[src/common/sli_pkg.sv]
// Purpose: constants and types for the status indicator and address strap block
// Assumes: 25 MHz clock, asynchronous active-low reset
// Notes: indicator pins double as address straps during reset
// Notes on behaviour
// - speed indicator high at 100, low at 10
// - tx indicator on while transmit activity present
// - rx indicator on while receive activity present
// - collision indicator shows half-duplex collision activity
// - duplex indicator reflects full-duplex operation
// - link indicator shows good link, both speeds
// - latch five address straps at hardware reset
// - strapped address spans zero to 31
// - strapped address zero selects MII isolate
// - software address zero never selects isolate
// - after reset strap pins drive indicators
// - line signalling follows forced or negotiated speed
package sli_pkg;
	localparam int ADDR_WIDTH = 5;
	localparam logic [4:0] ADDR_RESET = 5'h00;
	localparam logic [4:0] ISOLATE_ADDR = 5'h00;
	localparam int CLK_HZ = 25000000;
	localparam int STRETCH_MS = 50;
	localparam int STRETCH_CYCLES = CLK_HZ / 1000 * STRETCH_MS;
	localparam int STRAP_SETTLE_CYCLES = 2;
	typedef enum logic [2:0] {
		SLI_ST_RESET = 3'h1,
		SLI_ST_SAMPLE = 3'h2,
		SLI_ST_RUN = 3'h4
	} sli_phase_type;
endpackage

[src/common/sli_stretch_if.sv]
`timescale 1ns/1ns
// Purpose: carries one event and its stretched indication
// Assumes: single clock domain
// Notes: none
interface sli_stretch_if;
	logic event_in;
	logic stretched;
	modport owner (output event_in, input stretched);
	modport stretcher (input event_in, output stretched);
endinterface

[src/hdl/sli_stretch.sv]
`timescale 1ns/1ns
// Purpose: stretch a short event to a minimum visible on-time
// Assumes: event is synchronous to clk
// Notes: retriggerable, so steady activity keeps the indicator lit
module sli_stretch #(
	parameter int HOLD_CYCLES = 1250000
) (
	// clock and reset
	input  wire logic      clk,
	input  wire logic      rst_n,
	// event link
	sli_stretch_if.stretcher link
);
	import sli_pkg::*;
	typedef struct packed {
		logic [31:0] count;
		logic        lit;
	} sli_stretch_state_type;
	sli_stretch_state_type state;
	sli_stretch_state_type next_state;

	always_comb begin
		next_state = state;
		if (link.event_in) begin
			next_state.count = 32'(HOLD_CYCLES);
			next_state.lit = 1'b1;
		end else if (state.count > 32'h0) begin
			next_state.count = state.count - 32'h1;
			next_state.lit = 1'b1;
		end else begin
			next_state.lit = 1'b0;
		end
	end

	always_ff @(posedge clk or negedge rst_n) begin
		if (!rst_n) begin
			state <= '0;
		end else begin
			state <= next_state;
		end
	end

	assign link.stretched = state.lit | link.event_in;
endmodule

[src/hdl/sli_status.sv]
`timescale 1ns/1ns
// Purpose: status indicators, address strap latch, isolate select, speed select
// Assumes: status inputs come from logic on clk; strap pins are asynchronous
// Notes: strap pins are tristated during reset and a short settle after it
module sli_status #(
	parameter int STRETCH = sli_pkg::STRETCH_CYCLES
) (
	// clock and reset
	input  wire logic                          clk,
	input  wire logic                          rst_n,
	// resolved link state from the core
	input  wire logic                          link_up,
	input  wire logic                          speed_100,
	input  wire logic                          full_duplex,
	input  wire logic                          tx_active,
	input  wire logic                          rx_active,
	input  wire logic                          collision,
	// management address written by software
	input  wire logic                          sw_addr_write,
	input  wire logic [sli_pkg::ADDR_WIDTH-1:0] sw_addr,
	// shared indicator and strap pins, bit 0 duplex .. bit 4 rx
	input  wire logic [4:0]                    strap_pin_in,
	output logic      [4:0]                    strap_pin_out,
	output logic      [4:0]                    strap_pin_oe,
	// dedicated speed indicator
	output logic                               speed_indicator,
	// results
	output logic      [sli_pkg::ADDR_WIDTH-1:0] mgmt_address,
	output logic                               mii_isolate,
	output logic                               line_sel_100
);
	import sli_pkg::*;

	typedef struct packed {
		sli_phase_type         phase;
		logic [4:0]            strap_meta;
		logic [4:0]            strap_sync;
		logic [1:0]            settle;
		logic [ADDR_WIDTH-1:0] addr;
		logic                  isolate;
		logic [5:0]            leds;
		logic                  sel_100;
	} sli_state_type;

	sli_state_type state;
	sli_state_type next_state;

	sli_stretch_if tx_link ();
	sli_stretch_if rx_link ();
	sli_stretch_if col_link ();

	// collision is only meaningful in half duplex
	assign tx_link.event_in = tx_active;
	assign rx_link.event_in = rx_active;
	assign col_link.event_in = collision & ~full_duplex;

	sli_stretch #(.HOLD_CYCLES(STRETCH)) u_tx (
		.clk   (clk),
		.rst_n (rst_n),
		.link  (tx_link.stretcher)
	);
	sli_stretch #(.HOLD_CYCLES(STRETCH)) u_rx (
		.clk   (clk),
		.rst_n (rst_n),
		.link  (rx_link.stretcher)
	);
	sli_stretch #(.HOLD_CYCLES(STRETCH)) u_col (
		.clk   (clk),
		.rst_n (rst_n),
		.link  (col_link.stretcher)
	);

	always_comb begin
		next_state = state;
		// two-stage synchroniser; only the second stage is read
		next_state.strap_meta = strap_pin_in;
		next_state.strap_sync = state.strap_meta;
		unique case (state.phase)
			SLI_ST_RESET: begin
				// pins still released so the sync chain sees the straps
				if (state.settle == 2'(STRAP_SETTLE_CYCLES)) begin
					next_state.phase = SLI_ST_SAMPLE;
				end else begin
					next_state.settle = state.settle + 2'h1;
				end
			end
			SLI_ST_SAMPLE: begin
				next_state.addr = state.strap_sync;
				next_state.isolate = (state.strap_sync == ISOLATE_ADDR);
				next_state.phase = SLI_ST_RUN;
			end
			SLI_ST_RUN: begin
				// isolate stays as strapped; software only moves the address
				if (sw_addr_write) begin
					next_state.addr = sw_addr;
				end
			end
			default: begin
				next_state.phase = SLI_ST_RESET;
			end
		endcase
		next_state.leds[0] = full_duplex;
		next_state.leds[1] = col_link.stretched;
		next_state.leds[2] = link_up;
		next_state.leds[3] = tx_link.stretched;
		next_state.leds[4] = rx_link.stretched;
		next_state.leds[5] = speed_100;
		next_state.sel_100 = speed_100;
	end

	always_ff @(posedge clk or negedge rst_n) begin
		if (!rst_n) begin
			state <= '0;
			state.phase <= SLI_ST_RESET;
			state.addr <= ADDR_RESET;
		end else begin
			state <= next_state;
		end
	end

	// drive indicators only once the straps are captured
	assign strap_pin_out = state.leds[4:0];
	assign strap_pin_oe = (state.phase == SLI_ST_RUN) ? 5'h1F : 5'h00;
	assign speed_indicator = state.leds[5];
	assign mgmt_address = state.addr;
	assign mii_isolate = state.isolate;
	assign line_sel_100 = state.sel_100;
endmodule

[config.mk]
export PLATFORM = sky130hd
export DESIGN_NAME = sli_status
export DESIGN_NICKNAME = d
export VERILOG_FILES = /design/src/common/sli_pkg.sv /design/src/common/sli_stretch_if.sv /design/src/hdl/sli_stretch.sv /design/src/hdl/sli_status.sv
export SDC_FILE = /design/constraint.sdc
export NUM_CORES = 1
export LEC_CHECK = 0
export BUFFER_PORTS_ARGS = -buffer_cell sky130_fd_sc_hd__buf_2
export CAP_MARGIN = 20
export CORE_MARGIN = 3
export CORE_UTILIZATION = 45
export DETAILED_ROUTE_END_ITERATION = 8
export HOLD_SLACK_MARGIN = 0.12
export PLACE_DENSITY_LB_ADDON = 0.12
export SYNTH_ARGS = -nofsm -noshare
export SYNTH_HDL_FRONTEND = slang
export SYNTH_SLANG_ARGS = --single-unit
[constraint.sdc]
create_clock -name clk -period 2.3 [get_ports clk]
set_clock_uncertainty 0.05 [all_clocks]
set_input_delay 0.69 -clock clk [delete_from_list [all_inputs] [get_ports clk]]
set_output_delay 0.69 -clock clk [all_outputs]
set_load 0.05 [all_outputs]
==> reports/qor.yml, run 1 <==
run_status:
  status: "complete, but fails checks"
  failed_checks: "setup timing"
detailed_routing:
  top_layer: "met4"
  vias: 4762
  routedWlPerCell_um: 14.1
  wirelength_um: 12800
  dr.pass1.iters: 4
  route.met2.wl_um: 6350
  ant_nets: 0
  wl_met1_um: 5900
  via_per_inst: 5.26
  drtIter0Drc: 239
  post-route-drc-count: 0
  wl_met3_um: 441
cts:
  hold_buffers: 0
  cts_root_buf: "clkbuf_16"
  clock-sinks: 126
  clock_path_buffers: 2
  cts_buffers: 17
  cts_tree: "built"
  clk_pin_slew_ns: 0.06
  htree_levels: 4
  clock_latency_ns: 0.41
global_route:
  grt_pass1_wl_um: 21800
  grt-ovfl-total: 0
  grt_usage: 0.181
  grt_max_degree: 43
  grt_pass1_vias: 4826
  antenna_found_initial: 0
logic_synthesis:
  yosys_warnings: 0
  synth_cells: 603
  syn-num-nets: 626
  synth_edf_count: 0
  syn_area_per_cell_um2: 10.2
  synth_area_leaders: "dfrtp_1 51%, xnor2_1 6.2%, nor2_1 5.0%"
  ys_ff_latch: 126
  synth_largest_area_cell: "dfrtp_1"
  ys_types: 56
  synthFlopType: "dfrtp_1"
  synth-async-reset-ratio: 1.00
  synth-seq-area-share: 0.515
  synth_top_area_share: 0.511
  synth_area_um2: 6120
critical_path:
  path_class: "reg -> reg"
  worst_ep_required_time_ns: 2.54
  critPathLaunchType: "flip-flop"
  worst-r2r-cell-count: 6
  cp-startpoint: "u_tx.state[21]"
  worstPathArrival_ns: 2.66
  critPathMaxFanout: 8
  end_kind: "flip-flop"
  ff2ff_setup_slack_ns: -0.12
  r2r_start: "u_tx.state[21]"
die:
  die-width_um: 123
  die_height_um: 123
  initial_core_util: 0.472
  row_count: 41
  fp.dieArea_um2: 15000
  coreArea_um2: 13000
  ioPinCount: 37
timing:
  finalSetupViolations: 28
  setup_slack_ns: -0.116
  worst_slew_pin_slew_ns: 0.608
  max_freq_mhz: 414
  timing.slew.headroom: 0.595
  final_hold_viol_count: 0
  rsz0062_at_grt: "true"
  fin_crit_ns: 2.42
  fin_crit_sh: 1.05
  holdWs_ns: 0.128
  slew_violations: 0
power_and_ir_drop:
  max-vdd-ir-drop_uv: 442
  swShare: 0.229
  power.share.sequential: 0.413
  powerDensity_nw_per_um2: 727
  power_w: 0.00591
  switchingPower_w: 0.00136
  comb_power_share: 0.086
  p_int_w: 0.00455
  power_frac_clock: 0.501
  p_leak_nw: 3.39
finish:
  final_common_cell: "dfrtp_1"
  regArea_um2: 3150
  multiInputGateArea_um2: 3080
  final_nets: 744
  nFillCells: 1068
  antenna_cells: 0
  drive_above_1_share: 0.316
  final_area_um2: 8130
  mostFrequentLayoutCells: "125 x dfrtp_1, 84 x buf_4, 75 x nor2_1"
  syn2layout_area_growth_pct: 32.7
placement:
  placed_area_um2: 6910
  numPortBuffers: 36
  place.gp.congestion: 0.780
  place_hpwl_um: 8410
min_path:
  hold_path_class: "in -> async"
run:
  drv_cap: 0
[area by class of cell]
class	count	area share
inverter	10	0.00462
tap	172	0.0265
clock inverter	10	0.0228
timing repair buffer	130	0.121
clock buffer	22	0.0584
sequential	126	0.388
multi-input combinational	436	0.379
[cell usage after synthesis (all sizes together) (4+ instances only)]
cell    count
dfrtp     125
nor2       81
xnor2      43
nor3       35
nor4       34
nand2      31
or3        30
a21oi      26
nand2b     23
xor2       23
buf        22
o21ai      22
or4        18
nand3      14
inv        10
clkbuf      9
mux2i       7
ha          4
nand3b      4
nand4       4
o41ai       4
[cell families after synthesis]
logic type,count (synthesis),share of synthesized area
adder cells (fa/ha/maj),4,0.00817
XOR/XNOR,66,0.0944
AND/OR/NAND/NOR,297,0.271
flip-flops,126,0.515
AO/OA/AOI/OAI,60,0.0574
multiplexers,8,0.0133
buffers and inverters,42,0.0409
[registers in the layout, indices dropped and copies added (netlist names)]
name,count
mii_isolate,1
state,10
u_rx.state,33
u_tx.state,33
mgmt_address,5
u_col.state,33
strap_pin_out,5
next_state,5
speed_indicator,1
[power groups by stage]
stage | logic (W) | registers [W] | clock network (W)
after detailed placement | 0.000487 | 0.00247 | 0
after CTS | 0.000493 | 0.00243 | 0.00302
after global routing | 0.000578 | 0.00246 | 0.00312
after floorplan | 0.000334 | 0.00245 | 0
after global placement | 0.000479 | 0.00247 | 0
final | 0.000508 | 0.00244 | 0.00296
[timing repair]
action                                  CTS  global route
hold endpoints to repair                  0             0
endpoints found under the setup margin   58            69
pin swaps                                23            28
resized for setup                        31            53
buffers inserted                         13             8
gates cloned                              0             2
[stage by stage]
stage / utilization / instances / setup WS, ns / setup TNS, ns
6_report: 0.626 / 906 / -0.116 / -1.45
5_1_grt: 0.626 / 906 / -0.191 / -5.09
4_1_cts: 0.601 / 896 / -0.0868 / -1.22
3_5_place_dp: 0.532 / 851 / -0.210 / -5.75
3_3_place_gp: 0.532 / 851 / -0.178 / -4.12
2_1_floorplan: - / 603 / -0.195 / -3.08
[layer usage]
metal,global-route usage,vias to the layer above
met5,0,-
met4,0.0609,0
met3,0.0493,10
met2,0.301,78
met1,0.229,2323
li1,-,2351
[worst paths after layout]
path                                  end
min                             state[15]
max                         u_tx.state[5]
max in group asynchronous  u_rx.state[24]
min reg2reg                     state[15]
min in group clk                state[15]
max reg2reg                 u_tx.state[5]
[critical path, cell delays in order (launching register included)]
cell and delay (ns):
dfrtp_1 0.37, or4_4 0.55, or3_4 0.35, or4_4 0.64, nand3_2 0.12, xor2_1 0.15, nand2b_1 0.06
Power figures use the tool's default switching activity.
==> inputs of run 2 (changes only) <==
--- a/config.mk
+++ b/config.mk
@@ -7,7 +7,7 @@
 export LEC_CHECK = 0
 export BUFFER_PORTS_ARGS = -buffer_cell sky130_fd_sc_hd__buf_2
 export CAP_MARGIN = 20
-export CORE_MARGIN = 3
+export CORE_MARGIN = 4
 export CORE_UTILIZATION = 45
 export DETAILED_ROUTE_END_ITERATION = 8
 export HOLD_SLACK_MARGIN = 0.12
==> reports/qor.yml, run 2 (synthesized netlist as in run 1, its figures left out) <==
finish:
  final_common_cell: "dfrtp_1"
  antenna_cells: 0  # unchanged
  syn2layout_area_growth_pct: 32.6  # about the same
  multiInputGateArea_um2: 3060  # -0.53%
  final_util: 0.611  # -0.0153
  drive_above_1_share: 0.327  # +0.0110
  nFillCells: 1085  # +1.6%
  regArea_um2: 3150  # unchanged
  final_nets: 754  # +1.3%
  mostFrequentLayoutCells: "125 x dfrtp_1, 94 x buf_4, 76 x nor2_1"
  largestRegisters: "u_col.state: 33 flops, u_rx.state: 33 flops, u_tx.state: 33 flops"
die:
  coreArea_um2: 13300  # +2.4%
  ioPinCount: 37  # unchanged
  row_count: 42  # +2.4%
  die_height_um: 125  # +1.6%
  initial_core_util: 0.461  # -0.0112
  fp.dieArea_um2: 15500  # +3.3%
  die-width_um: 125  # +1.6%
critical_path:
  path_cells: "or4_4, or3_4, nor4_4, buf_4, inv_2, and4_1, xnor2_1, nor2_1"
  r2r_end: "u_col.state[20]"
  worstPathArrival_ns: 2.70  # +0.04 ns
  critical_path.max_stage_delay_ns: 0.56  # -0.08 ns
  critPathMaxFanout: 3  # -5
  r2r_start: "u_col.state[16]"
  worst-r2r-cell-count: 8  # +2
  critPathLaunchType: "flip-flop"
  crit_family: "simple AND/OR/NAND/NOR gates"
  end_kind: "flip-flop"
  slowest_stage: "or4_4"
  worst_ep_required_time_ns: 2.54  # about the same
  cp_num_buf_inv: 2  # +2
  cp-startpoint: "u_col.state[16]"
  path_class: "reg -> reg"
  ff2ff_setup_slack_ns: -0.16  # -0.04 ns
cts:
  clock-sinks: 126  # unchanged
  cts_buffers: 17  # unchanged
  clock_latency_ns: 0.41  # about the same
  cts_root_buf: "clkbuf_16"
  htree_levels: 4  # unchanged
  cts_tree: "built"
  clk_pin_slew_ns: 0.05  # about the same
  clock_path_buffers: 2  # unchanged
detailed_routing:
  via_per_inst: 5.23  # -0.48%
  drtIter0Drc: 288  # +21%
  dr.pass1.iters: 5  # +1
  routedWlPerCell_um: 14.5  # +2.7%
  post-route-drc-count: 0  # unchanged
  vias: 4807  # +0.94%
  ant_nets: 0  # unchanged
  wirelength_um: 13300  # +4.2%
global_route:
  grt_pass1_wl_um: 22700  # +4.2%
  grt-ovfl-total: 0  # unchanged
  grt_pass1_vias: 4812  # -0.29%
  grt_max_degree: 43  # unchanged
  antenna_found_initial: 0  # unchanged
  grt_usage: 0.177  # -0.00338
power_and_ir_drop:
  p_leak_nw: 3.42  # +0.85%
  max-vdd-ir-drop_uv: 495  # +12%
  power_w: 0.00561  # -5.0%
  powerDensity_nw_per_um2: 691  # -4.9%
timing:
  rsz0062_at_grt: "true"
  finalSetupViolations: 44  # +57%
  slew_violations: 0  # unchanged
  timing.slew.headroom: 0.627  # +0.0321
  fin_crit_ns: 2.46  # +0.0439 ns
  final_hold_viol_count: 0  # unchanged
  fin_crit_sh: 1.07  # +0.0191
  max_freq_mhz: 406  # -1.8%
  setup_slack_ns: -0.160  # -0.0439 ns
  worst_slew_pin_slew_ns: 0.552  # -0.0560 ns
placement:
  place_hpwl_um: 8680  # +3.2%
  place.gp.congestion: 0.798  # +2.2%
  numPortBuffers: 36  # unchanged
min_path:
  hp-start: "next_state[17]"
  hold_path_class: "reg -> reg"
  worstHoldPathCells: 0
  hold_end: "state[17]"
run_status:
  failed_checks: "setup timing"
  status: "complete, but fails checks"
run:
  drv_cap: 0  # unchanged
[run 2: per-stage QoR]
step	hold WS, ns	setup slack, ns	cell area, um2	cells	setup TNS, ns
finish	0.298	-0.160	8120	919	-2.81
global route	0.304	-0.236	8120	919	-7.50
CTS	0.300	-0.119	7750	909	-1.40
detailed placement	0.288	-0.283	7040	872	-6.42
global placement	0.286	-0.234	7040	872	-5.06
floorplan	0.281	-0.195	6160	603	-3.08
[run 2: final cells by class]
cell class,instances,share of cell area
clock inverters,7,0.0105
multi-input cells,435,0.377
clock buffers,24,0.0606
well taps,176,0.0271
flip-flops and latches,126,0.388
inverters,10,0.00462
repair buffers,141,0.132
[run 2: timing repair]
item                       4_1_cts  5_1_grt
hold buffers                     1        0
setup endpoints to repair       56       78
gates cloned                     0        1
resized for setup               20       68
setup buffers                    6        9
hold endpoints to repair        16        0
pin swaps                       20       38
[run 2: worst register-to-register path: stages, from the launching register on]
cell	delay, ns
dfrtp_1	0.38
or4_4	0.56
or3_4	0.41
nor4_4	0.35
buf_4	0.19
inv_2	0.04
and4_1	0.17
xnor2_1	0.13
nor2_1	0.06
[run 2: report_power, final]
| group | leakage [nW] | switching [W] | internal, W |
|---|---|---|---|
| logic | 1.59 | 0.000320 | 0.000250 |
| clock network | 0.290 | 0.000919 | 0.00169 |
| registers | 1.53 | 0.000104 | 0.00233 |
[run 2: layer usage]
metal,GRT usage,part of all wire,wire length (um),vias up
met5,0,0,0,-
li1,-,-,-,2370
met4,0.0729,0.011,150,0
met1,0.233,0.47,6250,2343
met2,0.276,0.49,6490,77
met3,0.0515,0.034,456,17
[run 2: worst max path at each step]
stage / endpoint / slack (ns) / cells after the start
2_1_floorplan: u_tx.state[10] / -0.19 / 8
3_3_place_gp: u_col.state[10] / -0.23 / 8
3_5_place_dp: u_col.state[10] / -0.28 / 8
4_1_cts: u_col.state[20] / -0.12 / 8
5_1_grt: u_col.state[13] / -0.24 / 8
6_report: u_col.state[20] / -0.16 / 8
